[src/inc/obc_defines.svh]
// Constants for the option-byte configuration loader
`ifndef OBC_DEFINES_SVH
`define OBC_DEFINES_SVH

// ----------------------------------------------------------------
// Flash addresses of option bytes
// ----------------------------------------------------------------
`define OBC_ADDR_OPT0       16'h0080
`define OBC_ADDR_OPT1       16'h0081
`define OBC_ADDR_RSV0       16'h0082
`define OBC_ADDR_RSV1       16'h0083
`define OBC_ADDR_DBG        16'h0084
`define OBC_MIRROR_OFS      16'h1000
`define OBC_NUM_BYTES       5

// ----------------------------------------------------------------
// Field positions and values
// ----------------------------------------------------------------
`define OBC_POC_BIT         0
`define OBC_POC_DEFAULT     1'b0
`define OBC_DBG_OFF         8'h00
`define OBC_DBG_EN_A        8'h02
`define OBC_DBG_EN_B        8'h03
`define OBC_RESET_BYTE      8'h00

`endif

[src/inc/obc_pkg.sv]
// Types of the option-byte configuration loader
package obc_pkg;
    typedef enum logic [2:0] {
        OBC_IDLE,
        OBC_REQ,
        OBC_WAIT,
        OBC_FIX,
        OBC_DONE
    } obc_state_t;

    typedef logic [7:0] obc_byte_t;
endpackage : obc_pkg

[src/inc/obc_flash_if.sv]
// Flash read channel between the loader sequencer and the fetch unit
`timescale 1ns/100ps
interface obc_flash_if;
    logic        req;
    logic [15:0] addr;
    logic        ack;
    logic [7:0]  data;

    modport seq (output req, output addr, input ack, input data);
    modport fetch (input req, input addr, output ack, output data);
endinterface : obc_flash_if

[src/design/obc_fetch.sv]
// Fetch unit: passes one read request to the flash pins and returns the byte
`timescale 1ns/100ps
`include "obc_defines.svh"
module obc_fetch
    import obc_pkg::*;
(
    input  wire logic  clk,
    input  wire logic  rst_n,
    obc_flash_if.fetch fl,
    output logic       pin_req,
    output logic [15:0] pin_addr,
    input  wire logic  pin_ack,
    input  wire logic [7:0] pin_data
);
    logic        req_d, req_q;
    logic [15:0] addr_d, addr_q;
    logic        ack_d, ack_q;
    obc_byte_t   data_d, data_q;

    // ----------------------------------------------------------------
    // Request held until flash answers; answer registered as a pulse
    // ----------------------------------------------------------------
    always_comb begin
        // The loader strobes for one cycle only; the request stays up here so a slow array is never dropped
        req_d  = req_q ? ~pin_ack : fl.req;
        addr_d = (fl.req && !req_q) ? fl.addr : addr_q;
        ack_d  = req_q & pin_ack;
        data_d = (req_q && pin_ack) ? pin_data : data_q;
    end

    always_ff @(posedge clk or negedge rst_n) begin
        if (!rst_n) begin
            req_q  <= 1'b0;
            addr_q <= 16'h0000;
            ack_q  <= 1'b0;
            data_q <= `OBC_RESET_BYTE;
        end else begin
            req_q  <= req_d;
            addr_q <= addr_d;
            ack_q  <= ack_d;
            data_q <= data_d;
        end
    end

    assign fl.ack  = ack_q;
    assign fl.data = data_q;
    assign pin_req  = req_q;
    assign pin_addr = addr_q;
endmodule : obc_fetch

[src/design/obc_loader.sv]
// Option-byte loader top: reads option bytes after reset and holds the configuration
`timescale 1ns/100ps
`include "obc_defines.svh"
module obc_loader
    import obc_pkg::*;
(
    input  wire logic        CLOCK,
    input  wire logic        NRST,
    input  wire logic        BOOT_SWAP,
    input  wire logic        EXT_PROGRAMMER,
    input  wire logic        DEBUG_CAPABLE,
    output logic             FLASH_REQ,
    output logic [15:0]      FLASH_ADDR,
    input  wire logic        FLASH_ACK,
    input  wire logic [7:0]  FLASH_DATA,
    output logic [7:0]       OPT_BYTE0,
    output logic [7:0]       OPT_BYTE1,
    output logic             POWER_ON_CLEAR_LEVEL_SELECT,
    output logic             DEBUG_ENABLE,
    output logic             RESERVED_NONZERO,
    output logic             LOAD_DONE,
    output logic             CPU_RUN
);
    obc_flash_if fl();

    obc_state_t  st_d, st_q;
    logic [2:0]  idx_d, idx_q;
    logic        swap_d, swap_q;
    logic        extp_d, extp_q;
    logic        dbgc_d, dbgc_q;
    obc_byte_t   ob_d [`OBC_NUM_BYTES];
    obc_byte_t   ob_q [`OBC_NUM_BYTES];
    logic [7:0]  o0_d, o0_q, o1_d, o1_q;
    logic        poc_d, poc_q, dbg_d, dbg_q, rsv_d, rsv_q;
    logic        done_d, done_q, req_d, req_q;
    logic [15:0] base;
    logic [`OBC_NUM_BYTES-1:0] slot_hit;

    // ----------------------------------------------------------------
    // Flash fetch
    // ----------------------------------------------------------------
    obc_fetch u_fetch (
        .clk      (CLOCK),
        .rst_n    (NRST),
        .fl       (fl.fetch),
        .pin_req  (FLASH_REQ),
        .pin_addr (FLASH_ADDR),
        .pin_ack  (FLASH_ACK),
        .pin_data (FLASH_DATA)
    );

    // Every slot is read from the mirror bank while a swap is strapped, so the
    // mirror first and debug bytes replace the primaries and the mirror second
    // byte lands in the primary second slot
    assign base    = `OBC_ADDR_OPT0 + {13'h0000, idx_q};
    assign fl.req  = req_q;
    assign fl.addr = swap_q ? (base + `OBC_MIRROR_OFS) : base;

    // ----------------------------------------------------------------
    // Strap capture
    // ----------------------------------------------------------------
    // Straps are caught by the first clock after release, never by the reset itself,
    // so a strap that settles late inside reset is still seen
    always_comb begin
        swap_d = swap_q;
        extp_d = extp_q;
        dbgc_d = dbgc_q;
        if (st_q == OBC_IDLE) begin
            swap_d = BOOT_SWAP;
            extp_d = EXT_PROGRAMMER;
            dbgc_d = DEBUG_CAPABLE;
        end
    end

    // Strap registers
    always_ff @(posedge CLOCK or negedge NRST) begin
        if (!NRST) begin
            swap_q <= 1'b0;
            extp_q <= 1'b0;
            dbgc_q <= 1'b0;
        end else begin
            swap_q <= swap_d;
            extp_q <= extp_d;
            dbgc_q <= dbgc_d;
        end
    end

    // ----------------------------------------------------------------
    // Load sequencer
    // ----------------------------------------------------------------
    // One read in flight at a time; the fetch unit holds it until the flash answers
    always_comb begin
        st_d  = st_q;
        idx_d = idx_q;
        req_d = 1'b0;
        case (st_q)
            OBC_IDLE: begin
                // Always start from the first option byte
                idx_d = 3'd0;
                st_d  = OBC_REQ;
            end
            OBC_REQ: begin
                // Single-cycle strobe; the fetch unit turns it into a held request
                req_d = 1'b1;
                st_d  = OBC_WAIT;
            end
            OBC_WAIT: begin
                // Nothing moves until the fetch unit hands back the byte
                if (fl.ack) begin
                    if (idx_q == 3'(`OBC_NUM_BYTES - 1)) begin
                        st_d = OBC_FIX;
                    end else begin
                        idx_d = idx_q + 3'd1;
                        st_d  = OBC_REQ;
                    end
                end
            end
            OBC_FIX: begin
                st_d = OBC_DONE;
            end
            OBC_DONE: begin
                // No way out but reset, so nothing can reload behind the processor
                st_d = OBC_DONE;
            end
            default: begin
                st_d = OBC_IDLE;
            end
        endcase
    end

    // Sequencer registers
    always_ff @(posedge CLOCK or negedge NRST) begin
        if (!NRST) begin
            st_q  <= OBC_IDLE;
            idx_q <= 3'd0;
            req_q <= 1'b0;
        end else begin
            st_q  <= st_d;
            idx_q <= idx_d;
            req_q <= req_d;
        end
    end

    // ----------------------------------------------------------------
    // Option byte slots
    // ----------------------------------------------------------------
    // A slot only opens in the acknowledge cycle of its own read
    for (genvar g = 0; g < `OBC_NUM_BYTES; g++) begin : g_slot
        assign slot_hit[g] = (st_q == OBC_WAIT) && fl.ack && (idx_q == 3'(g));
        assign ob_d[g]     = slot_hit[g] ? fl.data : ob_q[g];
    end

    // ----------------------------------------------------------------
    // Configuration decode
    // ----------------------------------------------------------------
    // Outputs move only in the one fix-up cycle and then stand until reset
    always_comb begin
        o0_d   = o0_q;
        o1_d   = o1_q;
        poc_d  = poc_q;
        dbg_d  = dbg_q;
        rsv_d  = rsv_q;
        done_d = done_q;
        if (st_q == OBC_FIX) begin
            // Slots already hold the mirror copies when a swap was strapped
            o0_d = ob_q[0];
            o1_d = ob_q[1];
            // A self-programmed swap cannot move the clear level; default stays in force
            if (extp_q) begin
                poc_d = ob_q[1][`OBC_POC_BIT];
            end else begin
                poc_d              = `OBC_POC_DEFAULT;
                o1_d[`OBC_POC_BIT] = `OBC_POC_DEFAULT;
            end
            // Any code but the two enable values leaves debug off
            dbg_d  = dbgc_q && ((ob_q[4] == `OBC_DBG_EN_A) || (ob_q[4] == `OBC_DBG_EN_B));
            // Flag only; a bad reserved byte is the programmer's fault and is not blocked
            rsv_d  = (ob_q[2] != `OBC_RESET_BYTE) || (ob_q[3] != `OBC_RESET_BYTE);
            done_d = 1'b1;
        end
    end

    // Slots and configuration share one register block; only reset clears them
    always_ff @(posedge CLOCK or negedge NRST) begin
        if (!NRST) begin
            o0_q   <= `OBC_RESET_BYTE;
            o1_q   <= `OBC_RESET_BYTE;
            poc_q  <= `OBC_POC_DEFAULT;
            dbg_q  <= 1'b0;
            rsv_q  <= 1'b0;
            done_q <= 1'b0;
            for (int i = 0; i < `OBC_NUM_BYTES; i++) begin
                ob_q[i] <= `OBC_RESET_BYTE;
            end
        end else begin
            o0_q   <= o0_d;
            o1_q   <= o1_d;
            poc_q  <= poc_d;
            dbg_q  <= dbg_d;
            rsv_q  <= rsv_d;
            done_q <= done_d;
            for (int i = 0; i < `OBC_NUM_BYTES; i++) begin
                ob_q[i] <= ob_d[i];
            end
        end
    end

    // ----------------------------------------------------------------
    // Outputs, all registered and held until next reset
    // ----------------------------------------------------------------
    assign OPT_BYTE0                   = o0_q;
    assign OPT_BYTE1                   = o1_q;
    assign POWER_ON_CLEAR_LEVEL_SELECT = poc_q;
    assign DEBUG_ENABLE                = dbg_q;
    assign RESERVED_NONZERO            = rsv_q;
    assign LOAD_DONE                   = done_q;
    assign CPU_RUN                     = done_q;
endmodule : obc_loader

[config.mk]
export PLATFORM = sky130hd
export DESIGN_NAME = obc_loader
export DESIGN_NICKNAME = d
export VERILOG_FILES = /design/src/inc/obc_pkg.sv /design/src/inc/obc_flash_if.sv /design/src/design/obc_fetch.sv /design/src/design/obc_loader.sv
export VERILOG_INCLUDE_DIRS = /design/src /design/src/inc
export SDC_FILE = /design/constraint.sdc
export NUM_CORES = 1
export LEC_CHECK = 0
export ABC_AREA = 1
export ABC_CLOCK_PERIOD_IN_PS = 1700
export BUFFER_PORTS_ARGS = -buffer_cell sky130_fd_sc_hd__clkbuf_2
export CAP_MARGIN = 20
export CORE_UTILIZATION = 45
export CTS_BUF_LIST = sky130_fd_sc_hd__clkbuf_8 sky130_fd_sc_hd__clkbuf_16
export CTS_CLUSTER_DIAMETER = 200
export DETAILED_ROUTE_END_ITERATION = 10
export GPL_ROUTABILITY_DRIVEN = 1
export HOLD_SLACK_MARGIN = 0.08
export PLACE_DENSITY = 0.74
export REMOVE_ABC_BUFFERS = 1
export SKIP_CTS_REPAIR_TIMING = 1
export SYNTH_ARGS = -nofsm -noshare
export SYNTH_HDL_FRONTEND = slang
export SYNTH_SLANG_ARGS = --single-unit
[constraint.sdc]
create_clock -name CLOCK -period 1.7 [get_ports CLOCK]
set_input_delay 0.17 -clock CLOCK [delete_from_list [all_inputs] [get_ports CLOCK]]
set_output_delay 0.17 -clock CLOCK [all_outputs]
set_load 0.02 [all_outputs]
==> key figures, run 1 <==
Drt
  – DR pass1 iterations: 4
  – DRC: 0
  – DR vias: 2,514
  – Initial drt markers: 121
  – Post-DRT Antenna Nets: 0
  – Vias per inst: 4.73
  – Routed Wire Length: 6640 um
  – WL per Instance: 12.5 um

STA
  – Fin crit share: 0.893
  – PnR worst setup slack: 182 ps
  – FMAX: 659 MHz
  – RSZ-0062 raised after global routing: false
  – Setup Viol. Count Final: 0
  – Hold Fails Final Rpt: 0
  – Setup Skew: 14.0 ps
  – Slew Viols, Final: 0
  – Setup tns final: 0 ps
  – Tmin final: 1520 ps

Synth
  – Syn_area_per_cell: 9.39 um2
  – Ys Warns: 0
  – Seq/Total Area, Yosys: 0.600
  – Syn Inst Count: 369
  – Synth cell types: 26
  – Flops & latches, synth: 83
  – Synthesized area: 3460 um2

Floorplanning
  – Boundary pin count: 52
  – DIE HEIGHT: 89.7 um
  – Core ar.: 7330 um2
  – Starting Density: 0.472
  – Die Width: 89.7 um
  – Rows: 31
  – Die ar.: 8050 um2

Global route
  – First-pass GRT wire length: 11,400 um
  – Initial antenna violation count: 0
  – Total gr overflow: 0
  – Largest net degree at the start of global routing: 48
  – Vias in the first global route: 2,392
  – GRT Util Overall: 0.181

Placement
  – GPL Wtd Cong: 0.832
  – Pre-CTS setup slack: 209 ps
  – Dpl cell area: 3720 um2
  – Port bufs: 40
  – Dpl hpwl: 4710 um

Final layout
  – Post-route cell area: 4080 um2
  – Share of layout cells above drive strength 1: 0.180
  – Fill cells: 671
  – Final #Nets: 447
  – Area Overhead vs Synth: 17.9%
  – Diode count: 0
  – Final Core Density: 0.557

Run status
  – Outcome: completed

Power and ir drop
  – Overall power: 6.55 mW
  – Leak Pwr: 2.17 nW
  – PwrDens: 1600 nW/um2
  – Max VDD drop: 0.775 mV

Worst setup path
  – Crit path launch type: flop
  – Crit Path Category: flop to flop
  – WP data arrival: 1770 ps
  – Maximum fanout along the worst path: 8
  – Worst endpoint required time: 1950 ps
  – CP Capture Type: flop

Clock network
  – Clock tree buffer depth: 2
  – CTS root buf: clkbuf_8
  – Clock-pin slew on the worst setup and hold paths: 90 ps
  – CTS tree: yes
  – Clock sink count: 83
  – Worst-Skew Late Latency: 370 ps
  – Total CTS buffers: 9
  – Number of H-tree levels: 3

Worst hold path
  – Hold Crit Class: primary input to async pin

Job
  – Number of max-cap violations: 0
[metal layers]
| metal | part of all wire | GRT usage | vias to the layer above | wire length (um) |
|---|---|---|---|---|
| li1 | - | - | 1262 | - |
| met1 | 0.48 | 0.241 | 1193 | 3210 |
| met2 | 0.46 | 0.284 | 51 | 3080 |
| met3 | 0.039 | 0.0491 | 8 | 261 |
| met4 | 0.014 | 0.0683 | 0 | 91 |
| met5 | 0 | 0 | - | 0 |
[placed cells by master, fill, tap and decap left out, types with 2 or more instances in the layout]
master	Yosys	layout
buf_4	14	7
bufinv_16	0	2
clkbuf_2	0	39
clkbuf_8	0	9
conb_1	1	11
dfrtp_1	83	83
dlygate4sd3_1	0	13
ha_1	5	5
inv_1	19	19
inv_2	2	2
inv_6	0	3
nand2_1	146	146
nand2_4	2	2
nand3_1	22	22
nand3_4	3	3
nand4_1	3	3
nor2_1	11	11
nor2_2	3	3
nor2_4	2	2
nor3_1	3	3
o21ai_0	35	35
o21ai_1	2	2
[critical path, cell delays in order (launching register included)]
cell and delay, ps:
dfrtp_1 420, inv_1 130, ha_1 180, nand2_1 100, nor2_2 330, nand2_4 120, nand2_1 80, nand2_1 50
[layout make-up]
cell class	instances	area, um2	share of cell area
Clock buffer	9	124	0.0303
Clock inverter	7	105	0.0257
Inverter	22	82.6	0.0202
Multi-Input combinational cell	252	1170	0.287
Sequential cell	83	2080	0.509
Tap cell	99	124	0.0303
Timing Repair Buffer	60	398	0.0974
[cells in the mapped netlist]
library cell	count	area share
nand2_1	146	0.16
mux2_2	1	0.0033
clkinv_1	1	0.0011
dfrtp_1	83	0.60
nand4_1	3	0.0054
buf_4	14	0.030
inv_2	2	0.0022
nand3_1	22	0.032
clkbuf_1	1	0.0011
buf_2	2	0.0029
o21ai_1	2	0.0029
ha_1	5	0.018
nand2_4	2	0.0065
nor2_1	11	0.012
buf_1	1	0.0011
nor2_4	2	0.0065
nand3_4	3	0.015
o21ai_0	35	0.051
buf_6	4	0.013
nor3_2	1	0.0029
or2_2	1	0.0018
conb_1	1	0.0011
nand3b_1	1	0.0022
nor2_2	3	0.0054
nor3_1	3	0.0043
inv_1	19	0.021
[path summary, 6_finish.rpt]
kind / depth (start not counted) / from / endpoint / slack (ps)
max: 7 / idx_q[0]$_DFFE_PN0P_ / ob_q[2]$_DFFE_PN0P_ / 180
min: 2 / NRST / OPT_BYTE1[5]$_DFFE_PN0N_ / 170
max reg2reg: 7 / idx_q[0]$_DFFE_PN0P_ / ob_q[2]$_DFFE_PN0P_ / 180
min reg2reg: 2 / u_fetch.pin_addr[7]$_DFFE_PN0P_ / u_fetch.pin_addr[7]$_DFFE_PN0P_ / 480
max in group asynchronous: 3 / NRST / u_fetch.fl.data[4]$_DFFE_PN0P_ / 960
min in group CLOCK: 2 / u_fetch.pin_addr[7]$_DFFE_PN0P_ / u_fetch.pin_addr[7]$_DFFE_PN0P_ / 480
[kinds of logic after synthesis]
family,Yosys count,share of synthesized area
multiplexers,1,0.00325
other,1,0.00108
adder cells (fa/ha/maj),5,0.0181
buffers and inverters,44,0.0723
flip-flops,83,0.600
AND/OR/NAND/NOR,198,0.252
AO/OA/AOI/OAI,37,0.0535
[power by group]
group / switching (mW) / leakage [nW] / internal, mW / total [mW]
Combinational: 1.29 / 0.959 / 0.645 / 1.94
Sequential: 0.408 / 1.10 / 2.58 / 2.99
Clock: 0.771 / 0.113 / 0.852 / 1.62
[sequential cells by signal, indices dropped and copies added, names as in the netlist]
signal	cells
CPU_RUN	1
DEBUG_ENABLE	1
OPT_BYTE0	8
OPT_BYTE1	8
RESERVED_NONZERO	1
dbgc_q	1
extp_q	1
fl.req	1
idx_q	3
ob_q	39
st_q	3
swap_q	1
u_fetch.fl.ack	1
u_fetch.fl.data	8
u_fetch.pin_addr	5
u_fetch.pin_req	1
[through the flow]
stage / cells / hold slack [ps]
CTS: 519 / -384
global placement: 503 / 16.0
floorplan: 357 / -126
detailed placement: 503 / 16.8
global route: 532 / 166
finish: 532 / 170
Power figures use the tool's default switching activity.
==> inputs of run 2 (changes only) <==
ABC_AREA = default   (was 1)
PLACE_DENSITY = 0.75   (was 0.74)
==> key figures, run 2 <==
Run status
  – Outcome: completed

Power and ir drop
  – Max VDD drop: 0.548 mV
  – PwrDens: 1550 nW/um2
  – Sw frac: 0.325
  – Leak Pwr: 2.00 nW
  – Seq pwr share: 0.475
  – Gate power share: 0.276
  – Cell-internal power: 4.25 mW
  – Clock share of power: 0.249
  – Switching pwr: 2.04 mW

Synth
  – Synthesized area: 3390 um2
  – Flops & latches, synth: 83
  – Post-synth top flop: dfrtp_1
  – Syn_area_per_cell: 14.3 um2
  – Seq/Total Area, Yosys: 0.612
  – Top post-synthesis cells by count: dfrtp_1, mux2_2, buf_4
  – Most numerous cell in the Yosys netlist: dfrtp_1
  – Area share of the largest cell type after synthesis: 0.612
  – Asr flop ratio synth: 1.00
  – Synth cell types: 31
  – Ys Warns: 0
  – Top cells by area, synth: dfrtp_1, mux2_2, buf_4
  – Syn Inst Count: 237
  – Cell taking the most area after synthesis: dfrtp_1
  – Post-synth EDFFs: 0

Floorplanning
  – Boundary pin count: 52
  – Rows: 31
  – Die ar.: 7890 um2
  – Starting Density: 0.468
  – Core ar.: 7250 um2
  – DIE HEIGHT: 88.8 um
  – Die Width: 88.8 um

STA
  – Setup Viol. Count Final: 0
  – Slew Viols, Final: 0
  – Hold Fails Final Rpt: 0
  – RSZ-0062 raised after global routing: true
  – FMAX: 622 MHz
  – Fin crit share: 0.946
  – Setup tns final: 0 ps
  – Setup Skew: 11.0 ps
  – Tmin final: 1610 ps

Worst setup path
  – WP data arrival: 1850 ps
  – Worst reg2reg path depth: 4
  – Maximum fanout along the worst path: 9
  – Crit path launch type: flop
  – Worst path slowest cell: dfrtp_1
  – Worst endpoint required time: 1950 ps
  – CP Capture Type: flop
  – Critical Path, Cell by Cell: nor3b_4 > buf_4 > nand3_2 > mux2_2
  – RR Startpoint: st_q[2]$_DFFE_PN0P_
  – Reg2reg end: ob_q[29]$_DFFE_PN0P_
  – R2r setup slk: 90 ps
  – Largest stage delay, worst path: 480 ps
  – Crit Path Category: flop to flop

Drt
  – Initial drt markers: 77
  – DRC: 0
  – DR pass1 iterations: 4
  – Vias per inst: 4.94
  – Post-DRT Antenna Nets: 0
  – DR vias: 1,985
  – Routed Wire Length: 6020 um
  – WL per Instance: 15.0 um

Global route
  – First-pass GRT wire length: 9740 um
  – Vias in the first global route: 1,941
  – Total gr overflow: 0
  – Initial antenna violation count: 0
  – GRT Util Overall: 0.172
  – Largest net degree at the start of global routing: 34

Final layout
  – Largest reg by FF count: ob_q
  – Final #Nets: 317
  – Diode count: 0
  – Final Core Density: 0.559
  – Most common cell after layout, fill and taps aside: dfrtp_1
  – Share of layout cells above drive strength 1: 0.426
  – Max reg flops: 39
  – Area Overhead vs Synth: 19.6%
  – Most frequent cells in the layout: dfrtp_1, mux2_2, clkbuf_2

Clock network
  – Total CTS buffers: 9
  – Clock-pin slew on the worst setup and hold paths: 90 ps
  – Number of H-tree levels: 3
  – Clock tree buffer depth: 2
  – CTS root buf: clkbuf_8
  – Worst-Skew Late Latency: 360 ps
  – Clock sink count: 83
  – CTS tree: yes

Placement
  – Dpl hpwl: 4020 um
  – Port bufs: 40
  – GPL Wtd Cong: 0.839

Worst hold path
  – Hold Crit Class: primary input to async pin

Job
  – Number of max-cap violations: 0
==> run 2: cell count changes after synthesis, moves of 3 or more <==
cell,delta
buf_6,-4
inv_1,-12
mux2_1,+7
mux2_2,+58
nand2_1,-133
nand2b_1,+3
nand3_1,-22
nand3_2,+3
nand3_4,-3
nand4_1,-3
nor2_1,-10
nor2_2,-3
nor4_1,+4
o21ai_0,-25
==> run 2: layer usage <==
layer  track usage  vias to the layer above  part of all wire
met2         0.257                       53              0.46
met4         0.113                        0             0.034
li1              -                      930                 -
met3        0.0392                       15             0.034
met1         0.226                      987              0.47
met5             0                        -                 0
==> run 2: logic make-up after synthesis <==
kind of cell	after synthesis	share of synthesized area
multiplexers	68	0.225
flip-flops	83	0.612
buffers and inverters	27	0.0480
other	1	0.00111
adder cells (fa/ha/maj)	5	0.0184
AO/OA/AOI/OAI	15	0.0243
AND/OR/NAND/NOR	38	0.0708
==> run 2: area by class of cell <==
cell class / instances / area [um2]
clock buffer: 10 / 138
clock inverter: 6 / 88.8
fill: 595 / 3200
inverter: 7 / 26.3
multi-input combinational: 137 / 1190
sequential: 83 / 2080
tap: 99 / 124
timing repair buffer: 60 / 410
==> run 2: worst max path at each step <==
stage | from | to | slack [ps] | cells after the start
global placement | st_q[2]$_DFFE_PN0P_ | ob_q[15]$_DFFE_PN0P_ | 90 | 3
floorplan | st_q[2]$_DFFE_PN0P_ | OPT_BYTE0[0]$_DFFE_PN0N_ | 90 | 2
detailed placement | idx_q[0]$_DFFE_PN0P_ | ob_q[7]$_DFFE_PN0P_ | 50 | 4
CTS | idx_q[0]$_DFFE_PN0P_ | ob_q[7]$_DFFE_PN0P_ | 50 | 4
finish | st_q[2]$_DFFE_PN0P_ | ob_q[29]$_DFFE_PN0P_ | 90 | 4
global route | st_q[2]$_DFFE_PN0P_ | ob_q[34]$_DFFE_PN0P_ | -30 | 4
==> run 2: stage by stage <==
step / worst slack [ps] / power, mW / hold slack [ps] / cells / instance area, um2
5_1_grt: -27.2 / 6.68 / 334 / 402 / 4060
3_5_place_dp: 52.4 / 4.75 / 144 / 373 / 3700
4_1_cts: 45.3 / 6.31 / -247 / 389 / 3920
3_3_place_gp: 88.8 / 4.67 / 139 / 373 / 3700
6_report: 92.1 / 6.29 / 289 / 402 / 4060
2_1_floorplan: 92.0 / 4.06 / -126 / 227 / 3290
==> run 2: power groups by stage <==
stage	combinational [mW]	sequential, mW	clock (mW)
floorplan	0.941	3.12	0
global placement	1.68	2.99	0
detailed placement	1.72	3.02	0
CTS	1.73	2.99	1.60
global route	1.92	3.08	1.68
finish	1.73	2.99	1.57
==> run 2: worst max-delay path, delay by kind of cell (launching register included) <==
| family | cells | cell delay [ps] |
|---|---|---|
| and+or+nand+nor | 2 | 490 |
| DFF | 1 | 480 |
| muxes | 1 | 360 |
| buffers and inverters | 1 | 170 |
